==> src/design/vsd_pkg.sv <==
// package: constants for the slave address decode and chain block
package vsd_pkg;
    localparam logic [5:0] AM_A24_LO = 6'h38;
    localparam logic [5:0] AM_A24_HI = 6'h3F;
    localparam logic [5:0] AM_A32_LO = 6'h08;
    localparam logic [5:0] AM_A32_HI = 6'h0F;
    localparam logic [5:0] AM_A32_BLT = 6'h0B;
    localparam logic [5:0] AM_A32_MBLT = 6'h08;
    localparam logic [1:0] AM_BLT_SEL = 2'h3;
    localparam logic [1:0] AM_MBLT_SEL = 2'h0;
    localparam int MCST_HI = 31;
    localparam int MCST_LO = 24;
    localparam logic [15:0] OFS_GROUP = 16'h1010;
    localparam logic [15:0] OFS_CHAIN = 16'h1012;
    localparam logic [15:0] OFS_SLOT = 16'h1000;
    localparam logic [15:0] OFS_BUFFER = 16'h0000;
    localparam logic [15:0] OFS_BUFFER_END = 16'h0FFF;
    localparam logic [7:0] GROUP_RST = 8'hAA;
    localparam int CHAIN_FIRST_BIT = 1;
    localparam int CHAIN_LAST_BIT = 0;
    localparam logic [4:0] SLOT_RST = 5'h00;
    localparam int SLOT_MSB = 31;
    localparam int SLOT_LSB = 27;
    localparam logic [11:0] MATCH_WIDTH_RST = 12'h014;
    localparam logic [15:0] MATCH_OFFSET_RST = 16'hFFD8;
    localparam logic [11:0] EXTRA_SEARCH_RST = 12'h008;
    localparam logic [11:0] REJECT_MARGIN_RST = 12'h004;
    localparam logic [8:0] FIFO_SIZE_RST = 9'h100;
    localparam logic [3:0] HIT_LIMIT_RST = 4'h0;
    localparam int DEAD_TIME_NS = 5;
    localparam logic [1:0] DEAD_TIME_CODE = 2'h0;
    localparam logic [1:0] EDGE_LEADING = 2'h2;
    localparam int CLK_NS = 40;
    localparam int CONFIG_MS = 1000;
    localparam int CONFIG_CYCLES = CONFIG_MS * 25000;
endpackage

==> src/design/vsd_slave_decode.sv <==
// vme slave decode with multicast, chained read token and power-up state
`timescale 1ns/1ps
module vsd_slave_decode #(
    parameter int CONFIG_CYCLES = vsd_pkg::CONFIG_CYCLES
) (
    input wire logic core_clk,
    input wire logic sys_rst,
    input wire logic [7:0] rotary_a32_hi,
    input wire logic [7:0] rotary_a32_mid,
    input wire logic [7:0] rotary_a24_hi,
    input wire logic [7:0] rotary_a24_lo,
    input wire logic [31:0] vme_addr,
    input wire logic [5:0] vme_am,
    input wire logic vme_as,
    input wire logic vme_write,
    input wire logic [15:0] vme_wdata,
    input wire logic chain_in,
    input wire logic [31:0] buffer_word,
    input wire logic buffer_word_is_tag,
    input wire logic buffer_valid,
    input wire logic buffer_done,
    output logic chain_out,
    output logic [31:0] vme_rdata,
    output logic vme_rdata_oe,
    output logic vme_ack,
    output logic reg_wr,
    output logic [15:0] reg_offset,
    output logic [15:0] reg_wdata,
    output logic buffer_rd,
    output logic buffer_clear,
    output logic cfg_busy,
    output logic full_indicator,
    output logic error_indicator,
    output logic data_present_indicator,
    output logic core_match_en,
    output logic [11:0] core_match_width,
    output logic [15:0] core_match_offset,
    output logic [11:0] core_extra_search,
    output logic [11:0] core_reject_margin,
    output logic [8:0] core_fifo_size,
    output logic [3:0] core_hit_limit,
    output logic [1:0] core_dead_time,
    output logic [1:0] core_edge_mode,
    output logic core_channels_on,
    output logic [7:0] group_addr,
    output logic chain_first,
    output logic chain_last,
    output logic [4:0] slot_number_tag
);
    typedef enum logic [2:0] {
        ST_IDLE = 3'b001,
        ST_WAIT = 3'b010,
        ST_XFER = 3'b100
    } vsd_state_e;

    typedef struct packed {
        vsd_state_e state;
        logic [2:0] as_sync;
        logic [2:0] tok_sync;
        logic [24:0] cfg_cnt;
        logic busy;
        logic [7:0] group;
        logic first;
        logic last;
        logic [4:0] slot;
        logic chain_rd;
        logic pass;
        logic ack;
        logic [31:0] rdata;
        logic oe;
        logic wr;
        logic [15:0] ofs;
        logic [15:0] wdata;
        logic rd;
        logic mcst;
    } vsd_s;

    vsd_s cur;
    vsd_s next_cur;

    logic as_now;
    logic tok_now;
    logic am_a24;
    logic am_a32;
    logic hit_a24;
    logic hit_a32;
    logic hit_group;
    logic chain_active;
    logic is_blt;
    logic in_buffer;

    assign as_now = cur.as_sync[2] & cur.as_sync[1];
    assign tok_now = cur.tok_sync[2] & cur.tok_sync[1];
    assign am_a24 = vme_am >= vsd_pkg::AM_A24_LO &&
        vme_am <= vsd_pkg::AM_A24_HI;
    assign am_a32 = vme_am >= vsd_pkg::AM_A32_LO &&
        vme_am <= vsd_pkg::AM_A32_HI;
    // base compare on upper bits only, 64 KB granule
    assign hit_a24 = am_a24 &&
        vme_addr[23:16] == rotary_a24_lo;
    assign hit_a32 = am_a32 && vme_addr[31:16] ==
        {rotary_a32_hi, rotary_a32_mid};
    assign hit_group = am_a32 &&
        vme_addr[vsd_pkg::MCST_HI:vsd_pkg::MCST_LO] == cur.group &&
        vme_addr[23:16] == 8'h00;
    assign chain_active = cur.first | cur.last;
    assign is_blt = vme_am[1:0] == vsd_pkg::AM_BLT_SEL ||
        vme_am[1:0] == vsd_pkg::AM_MBLT_SEL;
    assign in_buffer = vme_addr[15:0] <= vsd_pkg::OFS_BUFFER_END;

    always_comb begin
        next_cur = cur;
        next_cur.as_sync = {cur.as_sync[1:0], vme_as};
        next_cur.tok_sync = {cur.tok_sync[1:0], chain_in};
        next_cur.wr = 1'b0;
        next_cur.rd = 1'b0;
        if (cur.busy) begin
            // hold lamps on while the core configures
            if (cur.cfg_cnt == 25'(CONFIG_CYCLES - 1)) begin
                next_cur.busy = 1'b0;
            end else begin
                next_cur.cfg_cnt = cur.cfg_cnt + 25'h0000001;
            end
        end
        unique case (cur.state)
            ST_IDLE: begin
                next_cur.ack = 1'b0;
                next_cur.oe = 1'b0;
                next_cur.chain_rd = 1'b0;
                if (as_now && !cur.busy) begin
                    if (hit_a32 || (hit_a24 && !hit_group)) begin
                        next_cur.state = ST_XFER;
                        next_cur.mcst = 1'b0;
                        next_cur.ofs = vme_addr[15:0];
                        next_cur.wdata = vme_wdata;
                        next_cur.wr = vme_write;
                        next_cur.rd = !vme_write;
                    end else if (hit_group && chain_active &&
                        (vme_write || (is_blt && in_buffer))) begin
                        // every board with a chain flag set takes part; all but the first-only board wait here for the token
                        next_cur.chain_rd = !vme_write;
                        next_cur.mcst = 1'b1;
                        next_cur.ofs = vme_addr[15:0];
                        next_cur.wdata = vme_wdata;
                        next_cur.state = ST_WAIT;
                    end
                end
            end
            ST_WAIT: begin
                if (!as_now) begin
                    next_cur.state = ST_IDLE;
                    next_cur.pass = 1'b0;
                end else if ((cur.first && !cur.last) || tok_now) begin
                    next_cur.state = ST_XFER;
                    next_cur.wr = !cur.chain_rd;
                    next_cur.rd = cur.chain_rd;
                end
            end
            ST_XFER: begin
                next_cur.ack = 1'b1;
                next_cur.oe = !vme_write;
                if (cur.chain_rd) begin
                    next_cur.rdata = buffer_word;
                    if (buffer_word_is_tag) begin
                        next_cur.rdata[vsd_pkg::SLOT_MSB:vsd_pkg::SLOT_LSB] =
                            cur.slot;
                    end
                    if (buffer_done || !buffer_valid) begin
                        next_cur.pass = 1'b1;
                    end
                end else begin
                    next_cur.rdata = buffer_word;
                    // multicast write stored here, hand token on
                    if (cur.mcst) begin
                        next_cur.pass = 1'b1;
                    end
                end
                if (!as_now) begin
                    next_cur.state = ST_IDLE;
                    next_cur.ack = 1'b0;
                    next_cur.oe = 1'b0;
                    if (!cur.chain_rd) begin
                        next_cur.pass = 1'b0;
                    end
                end
            end
            default: begin
                next_cur.state = ST_IDLE;
            end
        endcase
        if (cur.wr) begin
            unique case (cur.ofs)
                vsd_pkg::OFS_GROUP: next_cur.group = cur.wdata[7:0];
                vsd_pkg::OFS_CHAIN: begin
                    next_cur.first = cur.wdata[vsd_pkg::CHAIN_FIRST_BIT];
                    next_cur.last = cur.wdata[vsd_pkg::CHAIN_LAST_BIT];
                end
                vsd_pkg::OFS_SLOT: next_cur.slot = cur.wdata[4:0];
                default: begin
                end
            endcase
        end
        // token released once the master drops strobe after a write; after a chained read only once chain_rd has cleared in idle
        if (!as_now && !cur.chain_rd) begin
            next_cur.pass = 1'b0;
        end
    end

    always_ff @(posedge core_clk or posedge sys_rst) begin
        if (sys_rst) begin
            cur <= '0;
            cur.state <= ST_IDLE;
            cur.busy <= 1'b1;
            cur.group <= vsd_pkg::GROUP_RST;
            cur.first <= 1'b0;
            cur.last <= 1'b0;
            cur.slot <= vsd_pkg::SLOT_RST;
        end else begin
            cur <= next_cur;
        end
    end

    // single-board cycles never forward the token; last board keeps it
    assign chain_out = cur.pass && !(cur.last && !cur.first);
    assign vme_ack = cur.ack;
    assign vme_rdata = cur.rdata;
    assign vme_rdata_oe = cur.oe;
    assign reg_wr = cur.wr;
    assign reg_offset = cur.ofs;
    assign reg_wdata = cur.wdata;
    assign buffer_rd = cur.rd && cur.ofs <= vsd_pkg::OFS_BUFFER_END;
    assign buffer_clear = cur.busy;
    assign cfg_busy = cur.busy;
    assign full_indicator = cur.busy;
    assign error_indicator = cur.busy;
    assign data_present_indicator = cur.busy;
    assign core_match_en = 1'b0;
    assign core_match_width = vsd_pkg::MATCH_WIDTH_RST;
    assign core_match_offset = vsd_pkg::MATCH_OFFSET_RST;
    assign core_extra_search = vsd_pkg::EXTRA_SEARCH_RST;
    assign core_reject_margin = vsd_pkg::REJECT_MARGIN_RST;
    assign core_fifo_size = vsd_pkg::FIFO_SIZE_RST;
    assign core_hit_limit = vsd_pkg::HIT_LIMIT_RST;
    assign core_dead_time = vsd_pkg::DEAD_TIME_CODE;
    assign core_edge_mode = vsd_pkg::EDGE_LEADING;
    assign core_channels_on = 1'b1;
    assign group_addr = cur.group;
    assign chain_first = cur.first;
    assign chain_last = cur.last;
    assign slot_number_tag = cur.slot;

    a_lamps_busy: assert property (@(posedge core_clk) disable iff (sys_rst)
        cur.busy |-> full_indicator && error_indicator &&
        data_present_indicator) else $error("lamps off while busy");
    a_no_ack_idle: assert property (@(posedge core_clk) disable iff (sys_rst)
        cur.state == ST_IDLE |=> !vme_ack && !vme_rdata_oe)
        else $error("ack without decode");
    a_token_gate: assert property (@(posedge core_clk) disable iff (sys_rst)
        cur.state == ST_WAIT && !(cur.first && !cur.last) && !tok_now |=>
        cur.state != ST_XFER) else $error("data moved without token");
    a_wait_no_ack: assert property (@(posedge core_clk) disable iff (sys_rst)
        cur.state == ST_WAIT |-> !vme_ack && !vme_rdata_oe)
        else $error("ack without token");
    a_group_write: assert property (@(posedge core_clk) disable iff (sys_rst)
        cur.wr && cur.ofs == vsd_pkg::OFS_GROUP |=>
        group_addr == $past(cur.wdata[7:0]))
        else $error("group byte not stored");
    a_chain_write: assert property (@(posedge core_clk) disable iff (sys_rst)
        cur.wr && cur.ofs == vsd_pkg::OFS_CHAIN |=>
        chain_first == $past(cur.wdata[1]) &&
        chain_last == $past(cur.wdata[0]))
        else $error("chain flags not stored");
    a_bad_am: assert property (@(posedge core_clk) disable iff (sys_rst)
        cur.state == ST_IDLE && as_now && !am_a24 && !am_a32 |=>
        cur.state == ST_IDLE) else $error("odd modifier accepted");
    a_last_holds: assert property (@(posedge core_clk) disable iff (sys_rst)
        chain_last && !chain_first |-> !chain_out)
        else $error("last board passed");
    a_tag_slot: assert property (@(posedge core_clk) disable iff (sys_rst)
        cur.state == ST_XFER && cur.chain_rd && buffer_word_is_tag |=>
        vme_rdata[31:27] == $past(cur.slot))
        else $error("slot tag missing");
    a_busy_ends: assert property (@(posedge core_clk) disable iff (sys_rst)
        $fell(cur.busy) |-> !full_indicator)
        else $error("lamps stuck");
    c_single: cover property (@(posedge core_clk) disable iff (sys_rst)
        cur.state == ST_IDLE ##1 cur.state == ST_XFER && !cur.chain_rd);
    c_chain_rd: cover property (@(posedge core_clk) disable iff (sys_rst)
        cur.state == ST_WAIT ##1 cur.state == ST_XFER && cur.chain_rd);
    c_pass: cover property (@(posedge core_clk) disable iff (sys_rst)
        $rose(chain_out));
endmodule

==> config.mk <==
export PLATFORM = sky130hd
export DESIGN_NAME = vsd_slave_decode
export DESIGN_NICKNAME = d
export VERILOG_FILES = /design/src/design/vsd_pkg.sv /design/src/design/vsd_slave_decode.sv
export SDC_FILE = /design/constraint.sdc
export NUM_CORES = 1
export LEC_CHECK = 0
export BUFFER_PORTS_ARGS = -buffer_cell sky130_fd_sc_hd__buf_2
export CORE_MARGIN = 10
export CORE_UTILIZATION = 40
export DETAILED_ROUTE_END_ITERATION = 7
export PLACE_DENSITY = 0.74
export SETUP_SLACK_MARGIN = 0.4
export SYNTH_ARGS = -nofsm -noshare
export SYNTH_HDL_FRONTEND = slang
export SYNTH_SLANG_ARGS = --single-unit
==> constraint.sdc <==
create_clock -name core_clk -period 3.7 [get_ports core_clk]
set_input_delay 0.555 -clock core_clk [delete_from_list [all_inputs] [get_ports core_clk]]
set_output_delay 0.555 -clock core_clk [all_outputs]
set_load 0.01 [all_outputs]
# == After elaboration in Yosys (flattened, before gate mapping) ==
# Cells that the tools add are included.
# Widths: inputs -> output; s select.
# totals
register_bits,121
latch_bits,0
ram_bits,0
mem_bits_ro,0
output_inout_bits,160
word_cells,126
mem_count,0
# classes
add_sub_neg,1
mul,0
n_div,0
n_lt_le_gt_ge,6
n_eq_ne,16
shifts,0
n_mux,38
bitwise,4
reduce_logical,42
# op_table
cell,n
$mux 32,3
$eq 16x13->1 const B,3
$mux 35,1
$le 16x12->1 const B,2
$add 25x1->25 const B,1
$eq 25x25->1 const B,1
$mux 1,20
$mux 3,6
$eq 16x16->1,1
$eq 8x8->1,2
$logic_and 1x1->1,16
$pmux 1 s2,5
$reduce_and 2->1,5
$logic_not 1->1,9
$ne 3x3->1 const B,3
$pmux 3 s3,1
$logic_not 8->1,1
$ge 6x4->1 const B,1
$ge 6x6->1 const B,1
$le 6x4->1 const B,1
$le 6x6->1 const B,1
$logic_or 1x1->1,5
$mux 5,1
$ne 2x2->1 const B,2
other kinds (13),15

# == Logic depth before layout (Yosys ltp) ==
# logic_depth
word_depth,10
mapped_depth,9
mapped_depth_nobuf,7

# == Worst setup path before layout ==
# Ideal clock, no wire load.
# synth_path
path_type,input-to-reg
start,input port vme_am[0]
end,"register cur, in the netlist reg_offset[0]"
setup_ns,0.125
arrival_ns,2.114
required_ns,3.575
setup_slack_ns,1.461
cell_stages,9
path_buffers,2
cell_sequence,inv_1 -> ha_1 -> nor3_1 -> a21oi_1 -> nor4_2 -> o21ba_1 -> buf_6 -> buf_12 -> mux2_4
# synth_between
elab_chain_len,9
elab_cells_between_ends,23
classes_between,order compare: 4; eq/ne: 1; mux: 1; reduce/logical: 17
# synth_rtl
element,line,rtl
start: declaration,vsd_slave_decode.sv:13,"input wire logic [5:0] vme_am,"
$ge 6x4->1 or $le 6x4->1 (tied branches),"vsd_slave_decode.sv:96, vsd_slave_decode.sv:97",
$logic_and 1x1->1,vsd_slave_decode.sv:96,assign am_a32 = vme_am >= vsd_pkg::AM_A32_LO &&
$logic_and 1x1->1,vsd_slave_decode.sv:103,assign hit_group = am_a32 &&
$logic_and 1x1->1,vsd_slave_decode.sv:104,vme_addr[vsd_pkg::MCST_HI:vsd_pkg::MCST_LO] == cur.group &&
$logic_not 1->1,vsd_slave_decode.sv:131,if (hit_a32 || (hit_a24 && !hit_group)) begin
$logic_and 1x1->1,vsd_slave_decode.sv:131,
$logic_or 1x1->1,vsd_slave_decode.sv:131,
$reduce_bool 2->1 (no source line),--,
$reduce_and 3->1 (no source line),--,
end signal: assignment,vsd_slave_decode.sv:219,cur <= next_cur;
end: declaration,vsd_slave_decode.sv:78,vsd_s cur;
# Several ways; a longest one is shown, not always the timed one.
# A chain may end at the register's enable or synchronous reset.

# == Worst setup path after layout ==
# layout_path
start,"register cur, in the netlist group_addr[7]"
end,"register cur, in the netlist reg_offset[11]"
# layout_between
elab_chain_len,8
elab_cells_between_ends,11
classes_between,eq/ne: 1; mux: 1; reduce/logical: 9
# layout_rtl
element,line
$eq 8x8->1 *,vsd_slave_decode.sv:104
$logic_and 1x1->1 *,vsd_slave_decode.sv:103
$logic_and 1x1->1 *,vsd_slave_decode.sv:104
$logic_not 1->1,vsd_slave_decode.sv:131
$logic_and 1x1->1,vsd_slave_decode.sv:131
$logic_or 1x1->1,vsd_slave_decode.sv:131
$reduce_bool 2->1 (no source line),--
$reduce_and 3->1 (no source line),--
# Every way passes the cells marked *; elsewhere a longest branch is shown, timed or not.

==> impl_metrics.tcl <==
set metrics [dict create \
    status "completed" \
    max-vdd-ir-drop_mv 0.265 \
    start_util_pct 41.0 \
    rsz0062_at_grt "no" \
    placed_cells 888 \
    drive_above_1_share_pct 46.2 \
    insertion_delay_ns 0.41 \
    postCtsHoldBufs 0 \
    die_area_mm2 0.0219 \
    ys_ff_latch 121 \
    wire_per_inst_um 17.7 \
    syn_inst 555 \
    ant_nets 0 \
    yosysSeqAreaShare_pct 46.3 \
    finalHoldViolations 0 \
    synth_ff_type "dfrtp_1" \
    routabilityCongestion 0.914 \
    vias 4121 \
    hold_slack_ns 0.256 \
    synth_edf_count 0 \
    tightestPinTransition_ns 0.860 \
    setup.worst_path.class "reg2reg" \
    leakage_uw 0.00399 \
    final-setup-viol-count 0 \
    grt_pass1_vias 4282 \
    drcViolationCount 0 \
    top_layer "met4" \
    grt_pass1_wl_um 24400 \
    htreeDepth 4 \
    n_antenna_cell 0 \
    postCtsResizedCells 0 \
    grt_max_degree 48 \
    post-place-ws_ns 0.686 \
    max_cap_viol_count 0 \
    die_h_um 148 \
    io_pins 286 \
    fin_crit_sh_pct 71.9 \
    synth-warning-count 0 \
    antenna_found_initial 0 \
    fillCellCount 1508 \
    synth_top_area_cell "dfrtp_1" \
    min_period_ns 2.66 \
    cts_tree "built" \
    drt_wl_total_um 16300 \
    numPortBuffers 205 \
    critical_path_arrival_ns 2.95 \
    areaGrowthSynthToFinish_pct 14.4 \
    worstHoldPathType "in2reg" \
    wl_met1_um 6210 \
    hpwl_um 12900 \
    seqCellArea_mm2 0.00304 \
    drtIter0Drc 181 \
    finClkSkew_ns 0.00648 \
    syn-cell-area_mm2 0.00656 \
    fp.dieW_um 148 \
    critPathMaxStageDelay_ns 0.54 \
    cts_root_buffer "clkbuf_16" \
    drv_slew 0 \
    dr.pass1.iters 5 \
    fin_setup_tns_ns 0 \
    syn_avg_cell_area_um2 11.8 \
    synthTopCellsByArea "dfrtp_1, buf_4, mux2_2" \
    cts.sinks 121 \
    core-area_mm2 0.0160 \
    power_per_cell_area_mw_per_mm2 412 \
    wl_met3_um 1430 \
    fin_util_pct 46.8 \
    layout.cells.non_filler 919 \
    crit_path_end_kind "flop" \
    nets 819 \
    postCtsSetupBuffers 0 \
    clk_path_buf_depth 2 \
    grt_usage_pct 14.2 \
    synth.top_cell.area_share_pct 43.9 \
    layout_setup_ws_ns 1.04 \
    multiInputGateArea_mm2 0.00252 \
    vias_per_cell 4.48 \
    cts.clk_slew.worst_paths_ns 0.05 \
    cts_buffers 17 \
    timing.fmax_mhz 376 \
    synthArstFlopShare_pct 100 \
    crit_family "simple AND/OR/NAND/NOR gates" \
    cp_cell_sequence "xnor2_1 > nand4_1 > nor4_2 > o21ba_2 > buf_12 > mux2_2" \
    worst-path-buf-inv 1 \
    required_ns 3.99 \
    crit_slowest_cell "dfstp_2" \
    max_slew_margin_pct 42.2 \
    start_kind "flop" \
    yosysUniqueCellTypes 44 \
    met2WireLength_um 8310 \
    critPathMaxFanout 25 \
    grt-ovfl-total 0 \
    fp-row-count 46 \
]
==> cells in the mapped netlist, types with 4 or more instances <==
master,instances
buf_4,152
dfrtp_1,115
mux2_2,46
xnor2_1,44
mux2_4,28
nor2_1,20
nand2_1,18
nand4_1,17
xor2_1,12
a21oi_1,10
nand3_1,9
inv_1,8
dfstp_2,6
mux2i_1,6
nor3_1,6
and4_1,5
clkbuf_1,5
and3_1,4
==> area by class of cell <==
| class | instances | share of cell area (%) |
|---|---|---|
| timing repair buffer | 209 | 14.4 |
| clock buffer | 21 | 6.01 |
| sequential | 121 | 40.5 |
| clock inverter | 10 | 1.37 |
| inverter | 8 | 0.451 |
| tap | 216 | 3.61 |
| multi-input combinational | 334 | 33.7 |
==> layout by cell type, fill, tap and decap left out, types with 3 or more instances in the layout <==
cell       synthesis  layout
clkbuf_1           5       3
mux2_2            46      46
nor4b_1            3       3
and3_1             4       4
mux2i_1            6       6
xnor2_1           44      44
and4_1             5       5
mux2_4            28      28
nand4_1           17      17
and2_1             3       3
dfstp_2            6       6
nand2_1           18      18
dfrtp_1          115     115
clkbuf_16          0      17
clkinv_2           0       7
nand3_1            9       9
nor2_1            20      20
conb_1             2      71
a21oi_1           10      10
a22o_1             3       3
nor4_1             3       3
nor3_1             6       6
xor2_1            12      12
inv_1              8       7
o21ai_0            3       3
buf_2              0     205
nor4_2             3       3
==> sequential cells by signal, indices dropped and copies added (netlist names) <==
signal and count:
cur 38, vme_rdata 32, reg_offset 16, reg_wdata 16, group_addr 8, slot_number_tag 5, buffer_clear 1, chain_first 1
chain_last 1, reg_wr 1, vme_ack 1, vme_rdata_oe 1
==> metrics by stage <==
step	power (uW)	area (um^2)
2_1_floorplan	1510	6820
3_3_place_gp	1550	6940
3_5_place_dp	1550	6940
4_1_cts	3140	7500
5_1_grt	3220	7500
6_report	3090	7500
==> routing by layer <==
metal / GRT usage, % / up-vias
met5: 0 / -
met3: 5.92 / 19
met1: 15.1 / 2007
li1: - / 1932
met4: 5.55 / 0
met2: 24.5 / 163
==> kinds of logic after synthesis <==
| logic type | count (synthesis) | share of synthesized area, % |
|---|---|---|
| flip-flops | 121 | 46.3 |
| AO/OA/AOI/OAI | 26 | 2.71 |
| buffers and inverters | 169 | 19.2 |
| adder cells (fa/ha/maj) | 2 | 0.382 |
| AND/OR/NAND/NOR | 99 | 8.53 |
| XOR/XNOR | 56 | 7.48 |
| multiplexers | 80 | 15.2 |
| other | 2 | 0.115 |
==> where the power goes <==
group	switching (uW)	internal [uW]
clock network	560	995
registers	4.60	1330
logic	120	76.2
==> final timing paths <==
kind	startpoint	to	slack, ns	cells past startpoint
max in group asynchronous	sys_rst	vme_rdata[1]$_DFFE_PP0P_	2.42	3
max reg2reg	group_addr[7]$_DFFE_PP1P_	reg_offset[11]$_DFFE_PP0P_	1.04	6
min	vme_as	cur[115]$_DFF_PP0_	0.26	1
max	group_addr[7]$_DFFE_PP1P_	reg_offset[11]$_DFFE_PP0P_	1.04	6
min reg2reg	cur[115]$_DFF_PP0_	cur[116]$_DFF_PP0_	0.37	0
min in group asynchronous	sys_rst	vme_rdata[13]$_DFFE_PP0P_	0.30	2
Power figures use the tool's default switching activity.
